$ cat src/test_mode_pkg.sv
// Package with offsets, field positions, reset values and timing constants for the test and output mode control.
// How it works
// RQ1: Noise source select bit feeds the channel FIFO from the pseudo-noise generator.
// RQ2: Noise generator steps every clock when rate bit is one, else per symbol.
// RQ3: Straight-through bit sends FIFO samples directly to the interpolation filter.
// RQ4: Force-edge bit shifts shaping and interpolation filters every clock.
// RQ5: Force-FIFO bit pops a FIFO sample every clock.
// RQ6: Force-carrier bit holds sine and cosine outputs at 0x1ffff.
// RQ7: Test bits 10 to 7 work only in channel 0; elsewhere held zero.
// RQ8: Immediate update copies routing master to slave after four-clock synchronisation.
// RQ9: Self-test bit one enters built-in self-test; zero, the reset value, disables it.
// RQ10: Mode 01 with double-rate bit multiplexes I high-phase and Q low-phase.
// RQ11: Two-bit output mode field selects cascade, four I, four Q or muxed.
// RQ12: Reserved bits of both control registers ignore writes and read zero.
package test_mode_pkg;
   localparam logic [6:0]  ADDR_TEST_CTRL  = 7'h17;
   localparam logic [6:0]  ADDR_DEV_CTRL   = 7'h78;
   localparam logic [6:0]  ADDR_ROUTING    = 7'h79;
   localparam int          TEST_CARRIER    = 0;
   localparam int          TEST_FORCE_FIFO = 1;
   localparam int          TEST_FORCE_EDGE = 2;
   localparam int          TEST_SEL_PN     = 3;
   localparam int          TEST_STRAIGHT   = 4;
   localparam int          TEST_PN_RATE    = 6;
   localparam int          TEST_PN_EN      = 7;
   localparam int          DEV_MODE_LO     = 8;
   localparam int          DEV_DOUBLE_RATE = 10;
   localparam int          DEV_SELF_TEST   = 14;
   localparam int          DEV_IMMEDIATE   = 15;
   // Writable bits; everything else is reserved.
   localparam logic [15:0] TEST_LOW_MASK   = 16'h00df;
   localparam logic [15:0] TEST_CH0_MASK   = 16'h0780;
   localparam logic [15:0] TEST_CHN_MASK   = 16'h005f;
   localparam logic [15:0] DEV_WR_MASK     = 16'hc7ff;
   localparam logic [15:0] TEST_RESET      = 16'h0000;
   localparam logic [15:0] DEV_RESET       = 16'h0000;
   localparam logic [15:0] ROUTING_RESET   = 16'h0000;
   localparam logic [17:0] CARRIER_FORCED  = 18'h1ffff;
   localparam int          SYNC_CYCLES     = 4;
   localparam int          NUM_CHANNELS    = 4;
   localparam logic [1:0]  MODE_CASCADE    = 2'h0;
   localparam logic [1:0]  MODE_FOUR_I     = 2'h1;
   localparam logic [1:0]  MODE_FOUR_Q     = 2'h2;
   localparam logic [1:0]  MODE_MUXED      = 2'h3;

   // Per-channel controls decoded from a test register.
   typedef struct packed {
      logic pn_enable;
      logic pn_source;
      logic pn_step;
      logic straight_thru;
      logic filter_shift;
      logic fifo_pop;
      logic carrier_force;
   } chan_ctrl_t;

   // Processor port request.
   typedef struct packed {
      logic        wr;
      logic        rd;
      logic [1:0]  chan;
      logic [6:0]  addr;
      logic [15:0] data;
   } cpu_req_t;
endpackage

$ cat src/channel_test_decode.sv
// One channel's test control register and its datapath steering.
`timescale 1ns/10ps
`default_nettype none
module channel_test_decode #(
   parameter bit IS_CHAN0 = 1'b0
) (
   // Clock and reset.
   input  wire logic                       i_clk,
   input  wire logic                       i_reset_n,
   // Register write.
   input  wire logic                       i_wr,
   input  wire logic [15:0]                i_wdata,
   // Channel timing strobes.
   input  wire logic                       i_symbol_strobe,
   input  wire logic                       i_sample_strobe,
   input  wire logic                       i_edge_strobe,
   // Register value and decoded controls.
   output logic [15:0]                     o_reg,
   output test_mode_pkg::chan_ctrl_t       o_ctrl
);
   import test_mode_pkg::*;

   typedef struct packed {
      logic [15:0] test_r;
      chan_ctrl_t  ctrl_r;
   } state_t;

   localparam logic [15:0] KEEP_MASK = IS_CHAN0 ? (TEST_CHN_MASK | TEST_CH0_MASK) : TEST_CHN_MASK;

   state_t st_r;
   state_t st_nxt;

   // Controls are registered so the channel sees them one clock after the strobes.
   always_comb begin
      st_nxt = st_r;
      if (i_wr) begin
         st_nxt.test_r = i_wdata & KEEP_MASK; // RQ7 RQ12
      end
      st_nxt.ctrl_r.pn_enable     = st_nxt.test_r[TEST_PN_EN];
      st_nxt.ctrl_r.pn_source     = st_nxt.test_r[TEST_SEL_PN]; // RQ1
      st_nxt.ctrl_r.pn_step       = st_nxt.test_r[TEST_PN_EN] &
                                    (st_nxt.test_r[TEST_PN_RATE] | i_symbol_strobe); // RQ2
      st_nxt.ctrl_r.straight_thru = st_nxt.test_r[TEST_STRAIGHT]; // RQ3
      st_nxt.ctrl_r.filter_shift  = st_nxt.test_r[TEST_FORCE_EDGE] | i_edge_strobe; // RQ4
      st_nxt.ctrl_r.fifo_pop      = st_nxt.test_r[TEST_FORCE_FIFO] | i_sample_strobe; // RQ5
      st_nxt.ctrl_r.carrier_force = st_nxt.test_r[TEST_CARRIER]; // RQ6
   end

   // Single register stage holds all channel state.
   always_ff @(posedge i_clk) begin
      if (!i_reset_n) begin
         st_r <= '{test_r: TEST_RESET, ctrl_r: '0};
      end else begin
         st_r <= st_nxt;
      end
   end

   assign o_reg  = st_r.test_r;
   assign o_ctrl = st_r.ctrl_r;

   AST_FORCE_POP: assert property (@(posedge i_clk) disable iff (!i_reset_n) // RQ5
      st_r.test_r[TEST_FORCE_FIFO] && !i_wr |=> st_r.ctrl_r.fifo_pop)
      else $error("Forced FIFO pop missing.");
   AST_PN_CLOCK_RATE: assert property (@(posedge i_clk) disable iff (!i_reset_n) // RQ2
      (st_r.test_r[TEST_PN_EN] && st_r.test_r[TEST_PN_RATE] && !i_wr) |=> st_r.ctrl_r.pn_step)
      else $error("Noise generator did not step at clock rate.");
   AST_PN_SYMBOL_RATE: assert property (@(posedge i_clk) disable iff (!i_reset_n) // RQ2
      (!st_r.test_r[TEST_PN_RATE] && !i_symbol_strobe && !i_wr) |=> !st_r.ctrl_r.pn_step)
      else $error("Noise generator stepped without a symbol.");
   AST_FORCE_EDGE: assert property (@(posedge i_clk) disable iff (!i_reset_n) // RQ4
      st_r.test_r[TEST_FORCE_EDGE] && !i_wr |=> st_r.ctrl_r.filter_shift)
      else $error("Forced filter shift missing.");
   AST_CH0_ONLY: assert property (@(posedge i_clk) disable iff (!i_reset_n) // RQ7
      IS_CHAN0 || ((st_r.test_r & TEST_CH0_MASK) == 16'h0000))
      else $error("Channel-0 test bits set in another channel.");
endmodule
`default_nettype wire

$ cat config.mk
export PLATFORM = sky130hd
export DESIGN_NAME = channel_test_decode
export DESIGN_NICKNAME = d
export VERILOG_FILES = /design/src/test_mode_pkg.sv /design/src/channel_test_decode.sv
export SDC_FILE = /design/constraint.sdc
export NUM_CORES = 1
export LEC_CHECK = 0
export ABC_AREA = 1
export BUFFER_PORTS_ARGS = -buffer_cell sky130_fd_sc_hd__buf_2
export CELL_PAD_IN_SITES_DETAIL_PLACEMENT = 0
export CELL_PAD_IN_SITES_GLOBAL_PLACEMENT = 1
export CORE_UTILIZATION = 22
export CTS_CLUSTER_DIAMETER = 60
export DETAILED_ROUTE_END_ITERATION = 8
export PLACE_DENSITY_LB_ADDON = 0.1
export SLEW_MARGIN = 20
export SYNTH_ARGS = -nofsm -noshare
export SYNTH_HDL_FRONTEND = slang
export SYNTH_SLANG_ARGS = --single-unit
$ cat constraint.sdc
create_clock -name i_clk -period 0.9 [get_ports i_clk]
set_input_delay 0.135 -clock i_clk [delete_from_list [all_inputs] [get_ports i_clk]]
set_output_delay 0.135 -clock i_clk [all_outputs]
set_load 0.02 [all_outputs]
Word level (Yosys, flattened, before mapping)
Index checks and enable logic that the tools add are counted.
{ "classes": {"add_sub_neg": 0, "n_mul": 0, "div_mod_pow": 0, "n_lt_le_gt_ge": 0, "n_eq_ne": 0, "shifts": 0, "muxes": 1, "bitwise_logic": 4, "n_reduce_logical": 0} }
{ "ops": {"columns": ["op", "count"], "rows": [
  ["$mux 8", 1],
  ["$or 1x1->1", 3],
  ["$and 1x1->1", 1]
]} }
{ "word_totals": {"regBits": 14, "latch_bits": 0, "ram_bits": 0, "rom_bits": 0, "input_bits": 22, "out_inout_bits": 23, "word_cells": 13, "mem_count": 0} }

Longest topological paths before layout
Gate-level depths: netlist of the first run.
{ "depth": {"ltp_word": 3, "depth_mapped": 6, "depth_no_buf": 5} }

Worst setup path before layout of the first run
OpenSTA, ideal clock, no wires.
{ "synth_path": {"path_type": "reg2reg", "from": "reg st_r, in the netlist o_reg[7]", "to": "reg st_r, in the netlist o_ctrl[4]", "setup_ns": 0.056, "t_arrival_ns": 0.698, "required_ns": 0.844, "path_slack_ns": 0.146, "stages_incl_launch_ff": 5, "n_path_buf": 0, "cell_sequence": "dfxtp_1 -> nand2_1 -> nor2_2 -> nand2_1 -> inv_1"} }
{ "synth_between": {"elab_chain_len": 2} }
{ "synth_lines": {"columns": ["item", "line", "text"], "rows": [
  ["start, declared", "channel_test_decode.sv:30", "state_t st_r;"],
  ["start signal, assigned", "channel_test_decode.sv:52", "st_r <= '{test_r: TEST_RESET, ctrl_r: '0};"],
  ["start signal, assigned", "channel_test_decode.sv:54", "st_r <= st_nxt;"],
  ["$mux 8", "channel_test_decode.sv:36", "if (i_wr) begin"],
  ["$and 1x1->1", "channel_test_decode.sv:41", "st_nxt.ctrl_r.pn_step = st_nxt.test_r[TEST_PN_EN] &"]
]} }
Every way passes these cells.
A chain may end at the register's enable or synchronous reset.

==> key figures, run 1 <==
Outcome
  • Status: completed

Synthesis
  • Compound-Gate Fraction of Synth Area: 4.408%
  • Post-synthesis sequential area ratio: about 44%
  • EDFF count, synth: 0
  • Unique masters post-synth: 11
  • Most instantiated cells after synthesis: buf_4 (14), nand2_1 (12), dfxtp_1 (10)
  • Post-synthesis sequential element count: 10
  • Multiplexer share of the synthesized area: 0%
  • Synth top area cells: dfxtp_1 (44%), buf_4 (23%), nand2_1 (9.9%)
  • Top-count cell post-synth: buf_4
  • Synth top area share: 44.08%
  • Area of the mapped netlist: between 400 and 500 µm²
  • Warnings from Yosys: 0
  • Post-Synth Adder-Cell Area: 0%
  • Top_reg_cell synth: dfxtp_1
  • Synth Area in Simple Gates: 20.11%
  • Synthesized instance count: 61
  • Xor/xnor share of the synthesized area: 0%
  • Yosys top cell by area: dfxtp_1
  • Largest family of logic cells by synthesized area: buffers and inverters
  • Async SR Flop Fraction: 0%
  • Post-synthesis average cell area: 7.446 µm²

Global routing
  • GRT overflow: 0
  • Global-route wire length before repair: 1373 µm
  • Largest net degree at the start of global routing: 10
  • Initial antenna violation count: 0
  • Number of global-route vias before repair: 328
  • GRT Resource Usage Total: 9.353%

Placed design
  • DP Wirelength: ~640 µm
  • Placed instance area: 538.0 µm²
  • Buffers on Ports: 25
  • Gpl congestion: 0.6280
  • Placed Cells: 107

Cells and area
  • Core Util, Final: approximately 33%
  • Max reg flops: 7
  • Fin cells: roughly 110
  • Area growth, synth to finish: 39.39%
  • Fraction of layout cells with a size suffix above 1: 44.05%
  • Fin nets: around 110
  • Antenna diodes: 0
  • Fin area: 633.1 µm²

Setup path
  • CP top delay family: flip-flops
  • Crit path max fanout: 3
  • Critical path required time: 0.76 ns
  • CP cell instances: buf_6
  • Reg-to-reg setup timing slack: between 0.2 and 0.25 ns
  • Critical-path top delay cell: dfxtp_2
  • CP Class: reg2out
  • CP max stage delay: between 0.3 and 0.4 ns
  • Worst Path Buf+Inv: 1
  • Critical path launch point type: flop
  • CP Capture Type: output port
  • CP arrival: 0.74 ns

Clocking
  • Postcts setup bufs: 0
  • CTS Root Cell: clkbuf_4
  • Post-CTS Hold Buffers: 0
  • Clock Path Buffers: 2
  • CTS H-Tree Depth: 1
  • CTS clk-pin slew, worst paths: 0.07 ns
  • CTS buffer count: 3
  • Worst skew pair latency: between 0.2 and 0.3 ns
  • CTS tree: yes
  • CTS sink cnt: 10
  • CTS resizes: 11

Routing
  • First-pass DRT Iterations: 2
  • Post-route DRC: 0
  • First DRT Iteration DRCs: 3
  • Routed Antenna Nets: 0
  • Vias: 386
  • Wire per inst: 7.775 µm
  • WL final: around 860 µm
  • Via density: around 3.5

Floorplanning
  • Core Region: 0.001942 mm²
  • Die W: approximately 47 µm
  • Die height: about 47 µm
  • Die ar.: ~0.0023 mm²
  • IO Pins: 45
  • Num rows: 16
  • Starting Density: around a quarter

STA
  • Max Slew Vio Count: 0
  • RSZ-0062 raised after global routing: true
  • Skew final: around 0.0054 ns
  • Max Fclk: 1142 MHz
  • Crit share post-route: a little over nine tenths
  • Hold Fails Final Rpt: 0
  • Setup Viol. Count Final: 0
  • Post-layout min period: ~0.88 ns
  • Setup TNS Final: 0 ns

Power and ir drop
  • Final Power: 1.101 mW
  • Cell Pwr Density: 1738 mW/mm²
  • Peak VDD IR: 0.4930 mV
  • Leakage: 0.3635 nW

Flow run
  • Maxcap violations: 0

Worst hold path
  • Hold WC Path Type: in2reg
[power breakdown]
part           switching (mW)  internal, mW
clock network           0.162         0.245
logic                   0.129        0.0789
registers              0.0139         0.472
total                   0.305         0.796
[worst paths after layout]
check | from | end | cells after the start
worst max-delay path | o_reg[7] | o_ctrl[6] | 1
worst max register to register | o_reg[7] | o_ctrl[4] | 4
worst min-delay path | i_sample_strobe | o_ctrl[1] | 3
worst min register to register | o_reg[7] | o_reg[7] | 2
[placed cells by master, fill, tap and decap left out]
cell type  instances
a21oi_1            1
buf_2             12
buf_4              8
buf_6              5
clkbuf_4           3
clkbuf_8           1
conb_1             9
dfxtp_1            4
dfxtp_2            6
inv_1              8
inv_2              1
nand2_1           12
nand3_1            2
nor2_1             8
nor2_2             1
o21ai_0            3
[metal layers]
metal  vias up  wire [µm]  track usage, %
li1        206          -               -
met1       162        358           10.73
met2        18        432           13.97
met3         0         71           3.774
met4         0          0           6.857
met5         -          0               0
[stage by stage]
step | setup WS (ns) | hold slack, ns
2_1_floorplan | 0.1464 | 0.2412
3_3_place_gp | 0.1090 | 0.3310
3_5_place_dp | 0.1180 | 0.3310
4_1_cts | -0.01463 | 0.04904
5_1_grt | -0.01503 | 0.07207
6_report | 0.02420 | 0.05757
[cell type report]
| cell class | count | area (µm²) |
|---|---|---|
| Inverter | 9 | 33.78 |
| Fill cell | 232 | 1309 |
| Multi-Input combinational cell | 36 | 145.1 |
| Sequential cell | 10 | 207.7 |
| Tap cell | 27 | 33.78 |
| Timing Repair Buffer | 25 | 176.4 |
| Clock buffer | 4 | 36.28 |
[cell families (layout without fill, tap and decap cells)]
| logic type | after synthesis | count (layout) |
|---|---|---|
| buffers and inverters | 23 | 38 |
| DFF | 10 | 10 |
| and+or+nand+nor | 23 | 23 |
| other | 1 | 9 |
| AOI/OAI and AO/OA | 4 | 4 |
Note: power is estimated with default switching activity, not from simulation.
==> run 2: changes to the inputs <==
- PLACE_DENSITY_LB_ADDON: 0.1 -> 0.2
==> key figures, run 2 (synthesis gave the netlist of run 1 again) <==
Global routing
  • Met2 global-route usage: 12.88% (-1.1 points)
  • Met3 usage: 2.264% (-1.5 points)
  • Number of global-route vias before repair: 323 (-1.5%)
  • GRT overflow: 0 (unchanged)
  • GR Util met1: 8.257% (-2.5 points)
  • Global-route wire length before repair: 1179 µm (-14%)
  • Initial antenna violation count: 0 (unchanged)
  • GRT Max-Usage Layer: met2
  • GRT Resource Usage Total: 8.119% (-1.2 points)
  • Largest net degree at the start of global routing: 10 (unchanged)

Floorplanning
  • Die W: 47.44 µm (unchanged)
  • Starting Density: 23.39% (unchanged)
  • Num rows: 16 (unchanged)
  • IO Pins: 45 (unchanged)
  • Die ar.: 0.002250 mm² (unchanged)
  • Core Region: 0.001942 mm² (unchanged)
  • Die height: 47.44 µm (unchanged)

Routing
  • First-pass DRT Iterations: 1 (-1)
  • Vias: 382 (-1.0%)
  • Via density: 3.441 (-1.0%)
  • First DRT Iteration DRCs: 0 (-3)
  • WL final: 861 µm (-0.23%)
  • Wire per inst: 7.757 µm (-0.23%)
  • Post-route DRC: 0 (unchanged)
  • Routed Antenna Nets: 0 (unchanged)

Placed design
  • DP Wirelength: 650.4 µm (+1.0%)
  • Gpl congestion: 0.6329 (+0.78%)
  • Post-Place Setup Slack: 0.1222 ns (+0.004154 ns)
  • Placed instance area: 538.0 µm² (unchanged)
  • Buffers on Ports: 25 (unchanged)

Setup path
  • Worst Path Buf+Inv: 1 (unchanged)
  • CP arrival: 0.74 ns (about the same)
  • CP Class: reg2out
  • Critical path required time: 0.76 ns (about the same)
  • Critical path launch point type: flop
  • Critical-path top delay cell: dfxtp_2
  • CP top delay family: flip-flops
  • CP Capture Type: output port
  • CP max stage delay: 0.33 ns (-0.03 ns)
  • Crit path max fanout: 3 (unchanged)
  • CP cell instances: buf_4

Worst hold path
  • Hold WC Path Type: in2reg

STA
  • Hold slack final: 0.06125 ns (+0.003677 ns)
  • Crit share post-route: 97.08% (-0.24 points)
  • Hold Fails Final Rpt: 0 (unchanged)
  • Slack of the critical path: 0.02631 ns (+0.002117 ns)
  • Skew final: 0.0004886 ns (-0.004932 ns)
  • Setup Viol. Count Final: 0 (unchanged)
  • Max Fclk: 1145 MHz (+0.24%)
  • Post-layout min period: 0.8737 ns (-0.002117 ns)
  • RSZ-0062 raised after global routing: true
  • Max Slew Vio Count: 0 (unchanged)

Clocking
  • CTS H-Tree Depth: 1 (unchanged)
  • CTS sink cnt: 10 (unchanged)
  • CTS clk-pin slew, worst paths: 0.07 ns (about the same)
  • CTS buffer count: 3 (unchanged)
  • Clock Path Buffers: 2 (unchanged)
  • Worst skew pair latency: 0.26 ns (about the same)
  • Post-CTS Hold Buffers: 0 (unchanged)
  • CTS Root Cell: clkbuf_4
  • CTS tree: yes
  • Postcts setup bufs: 0 (unchanged)

Cells and area
  • # fillers: 235 (+1.3%)
  • Fraction of layout cells with a size suffix above 1: 44.05% (unchanged)
  • Most frequent cells in the layout: buf_4 (13), nand2_1 (12), buf_2 (12)
  • Area growth, synth to finish: 35.26%
  • Fin area: 614.3 µm² (-3.0%)
  • Max reg flops: 7 (unchanged)
  • Most common cell after layout, fill and taps aside: buf_4
  • Antenna diodes: 0 (unchanged)
  • Fin nets: 107 (unchanged)

Outcome
  • Status: completed

Flow run
  • Maxcap violations: 0 (unchanged)

Power and ir drop
  • Peak VDD IR: 0.5324 mV (+8.0%)
  • Leakage: 0.3594 nW (-1.1%)
  • Cell Pwr Density: 1766 mW/mm² (+1.6%)
==> run 2: per-stage QoR <==
step           power, mW  utilization (%)  cells  setup TNS (ns)
2_1_floorplan     0.6552                -     69               0
3_3_place_gp      0.6782            27.71    107               0
3_5_place_dp      0.6778            27.71    107               0
4_1_cts            1.099            30.86    111        -0.03138
5_1_grt            1.136            31.64    111        -0.02861
6_report           1.085            31.64    111               0
==> run 2: layer usage <==
metal  share of wire, %  routed length, µm
met1                 43                374
met2                 43                373
met3                 11                 94
met4                2.2                 19
met5                  0                  0
==> run 2: path summary, 6_finish.rpt <==
kind	start	to	slack [ns]	depth (start not counted)
max reg2reg	o_reg[2]	o_ctrl[2]	0.24	4
min	i_sample_strobe	o_ctrl[1]	0.06	3
min reg2reg	o_reg[7]	o_reg[7]	0.47	2
max	o_reg[7]	o_ctrl[6]	0.03	1
==> run 2: what timing repair did <==
| action | in CTS | in global routing |
|---|---|---|
| setup endpoints to repair | 11 | 12 |
| hold endpoints to repair | 0 | 0 |
| gates resized for setup | 11 | 8 |
==> run 2: tightest hold or removal path: stages <==
cell and delay, ns:
buf_2 0.08, nand2_1 0.04, nand2_1 0.05
==> run 2: report_power, final <==
part           switching [mW]  internal (mW)
Sequential             0.0123          0.472
Combinational           0.129         0.0738
Clock                   0.153          0.245
==> run 2: area by class of cell <==
type | count | area, µm² | area share [%]
flip-flops and latches | 10 | 207.7 | 33.81
multi-input cells | 36 | 145.1 | 23.63
well taps | 27 | 33.78 | 5.499
inverters | 9 | 33.78 | 5.499
clock buffers | 4 | 36.28 | 5.906
repair buffers | 25 | 157.7 | 25.66
==> run 3: changes to the inputs <==
- CORE_UTILIZATION: 22 -> 24
- CTS_BUF_LIST: not set -> sky130_fd_sc_hd__clkbuf_8
==> key figures, run 3 (synthesis gave the netlist of run 1 again) <==
Setup path
  • Worst Path Buf+Inv: 1 (unchanged)
  • CP max stage delay: 0.33 ns (about the same)
  • R2r worst-path depth: 4 (unchanged)
  • CP Capture Type: output port
  • Reg-to-reg setup timing slack: 0.25 ns (about the same)
  • CP Class: reg2out
  • Critical path launch point type: flop
  • Critical path required time: 0.76 ns (about the same)
  • Crit. Startpoint: o_reg[7]
  • Crit path max fanout: 3 (unchanged)
  • Crit path capture: o_ctrl[6]
  • Crit path depth: 1 (unchanged)
  • Reg2reg end: o_ctrl[2]
  • CP arrival: 0.73 ns (about the same)
  • RR Startpoint: o_reg[2]
  • CP cell instances: buf_2
  • Critical-path top delay cell: dfxtp_1
  • CP top delay family: flip-flops

Placed design
  • DP Wirelength: 626.6 µm (-3.7%)
  • Placed instance area: 535.5 µm² (-0.47%)
  • Placed Cells: 105 (-1.9%)
  • Gpl congestion: 0.6123 (-3.3%)
  • Post-Place Setup Slack: 0.1327 ns (+0.01054 ns)
  • Buffers on Ports: 25 (unchanged)

Global routing
  • Largest net degree at the start of global routing: 10 (unchanged)
  • Number of global-route vias before repair: 287 (-11%)
  • Global-route wire length before repair: 1173 µm (-0.51%)
  • GRT Resource Usage Total: 8.553% (+0.43 points)
  • Initial antenna violation count: 0 (unchanged)
  • GRT overflow: 0 (unchanged)

STA
  • Setup Viol. Count Final: 0 (unchanged)
  • Hold Fails Final Rpt: 0 (unchanged)
  • Crit share post-route: 95.83% (-1.2 points)
  • Max Fclk: 1159 MHz (+1.3%)
  • Slack of the critical path: 0.03754 ns (+0.01123 ns)
  • Post-layout min period: 0.8625 ns (-0.01123 ns)
  • Setup TNS Final: 0 ns (unchanged)
  • Hold slack final: 0.09000 ns (+0.02875 ns)
  • Max Slew Vio Count: 0 (unchanged)
  • Skew final: 0.0001232 ns (-0.0003654 ns)
  • RSZ-0062 raised after global routing: true

Routing
  • Wire per inst: 7.725 µm (-0.41%)
  • First DRT Iteration DRCs: 4 (+4)
  • Via density: 3.450 (+0.24%)
  • WL final: 842 µm (-2.2%)
  • Vias: 376 (-1.6%)
  • Routed Antenna Nets: 0 (unchanged)
  • Post-route DRC: 0 (unchanged)
  • First-pass DRT Iterations: 4 (+3)

Clocking
  • Clock Path Buffers: 2 (unchanged)
  • CTS Root Cell: clkbuf_8
  • CTS H-Tree Depth: 1 (unchanged)
  • CTS buffer count: 3 (unchanged)
  • CTS sink cnt: 10 (unchanged)
  • CTS clk-pin slew, worst paths: 0.05 ns (-0.02 ns)
  • CTS tree: yes
  • Worst skew pair latency: 0.23 ns (-0.03 ns)
  • CTS resizes: 0 (-11)
  • Postcts setup bufs: 0 (unchanged)
  • Post-CTS Hold Buffers: 0 (unchanged)

Floorplanning
  • Core Region: 0.001745 mm² (-10%)
  • Die ar.: 0.002070 mm² (-8.0%)
  • Num rows: 15 (-1)
  • Starting Density: 26.02% (+2.6 points)
  • Die W: 45.50 µm (-4.1%)
  • Die height: 45.50 µm (-4.1%)
  • IO Pins: 45 (unchanged)

Cells and area
  • Most common cell after layout, fill and taps aside: buf_2
  • Fin nets: 107 (unchanged)
  • Most frequent cells in the layout: buf_2 (21), nand2_1 (12), conb_1 (9), dfxtp_1 (9)
  • Fin cells: 109 (-1.8%)
  • Max reg flops: 7 (unchanged)
  • Fraction of layout cells with a size suffix above 1: 38.10% (-6.0 points)
  • Antenna diodes: 0 (unchanged)
  • Area growth, synth to finish: 32.51%
  • Core Util, Final: 34.48% (+2.8 points)
  • Fin area: 601.8 µm² (-2.0%)

Flow run
  • Maxcap violations: 0 (unchanged)

Power and ir drop
  • Cell Pwr Density: 2051 mW/mm² (+16%)
  • Internal power: 918.9 µW (+16%)
  • Peak VDD IR: 0.7048 mV (+32%)
  • Switching Fraction: 25.55% (-1.6 points)
  • Final Power: 1.234 mW (+14%)
  • Combinational power share: 15.7% (-3.0 points)
  • P_sw: 315.4 µW (+7.2%)
  • Leakage: 0.3637 nW (+1.2%)
  • Clk network pwr share: 45.3% (+8.6 points)
  • Flop pwr share: 39.1% (-5.5 points)

Worst hold path
  • Hold WC Path Type: in2reg

Outcome
  • Status: completed
[run 3: cell counts in the layout (fill, tap and decap cells not counted)]
No cell type changed its count.
[run 3: power by group through the flow]
| stage | logic (mW) | clock network [mW] | registers (mW) |
|---|---|---|---|
| finish | 0.193 | 0.559 | 0.482 |
| global route | 0.212 | 0.611 | 0.485 |
| CTS | 0.189 | 0.578 | 0.481 |
| detailed placement | 0.189 | 0 | 0.489 |
| global placement | 0.188 | 0 | 0.490 |
| floorplan | 0.132 | 0 | 0.524 |
[run 3: worst min path at each step]
stage / from / end / slack (ns) / depth (start not counted)
2_1_floorplan: i_edge_strobe / o_ctrl[2] / 0.24 / 2
3_3_place_gp: i_sample_strobe / o_ctrl[1] / 0.33 / 3
3_5_place_dp: i_edge_strobe / o_ctrl[2] / 0.33 / 3
4_1_cts: i_edge_strobe / o_ctrl[2] / 0.08 / 3
5_1_grt: i_sample_strobe / o_ctrl[1] / 0.11 / 3
6_report: i_edge_strobe / o_ctrl[2] / 0.09 / 3
[run 3: layout make-up]
class                   count  area [µm²]
repair buffers             25       135.1
flip-flops and latches     10       201.4
well taps                  25       31.28
multi-input cells          36       145.1
fillers                   204        1144
clock buffers               4       55.05
inverters                   9       33.78
[run 3: per-layer routing]
metal | up-vias | track usage [%] | part of all wire (%)
met5 | - | 0 | 0
met4 | 0 | 7.273 | 0
met3 | 0 | 3.571 | 7.8
met2 | 21 | 10.57 | 43
met1 | 153 | 11.11 | 49
li1 | 202 | - | -
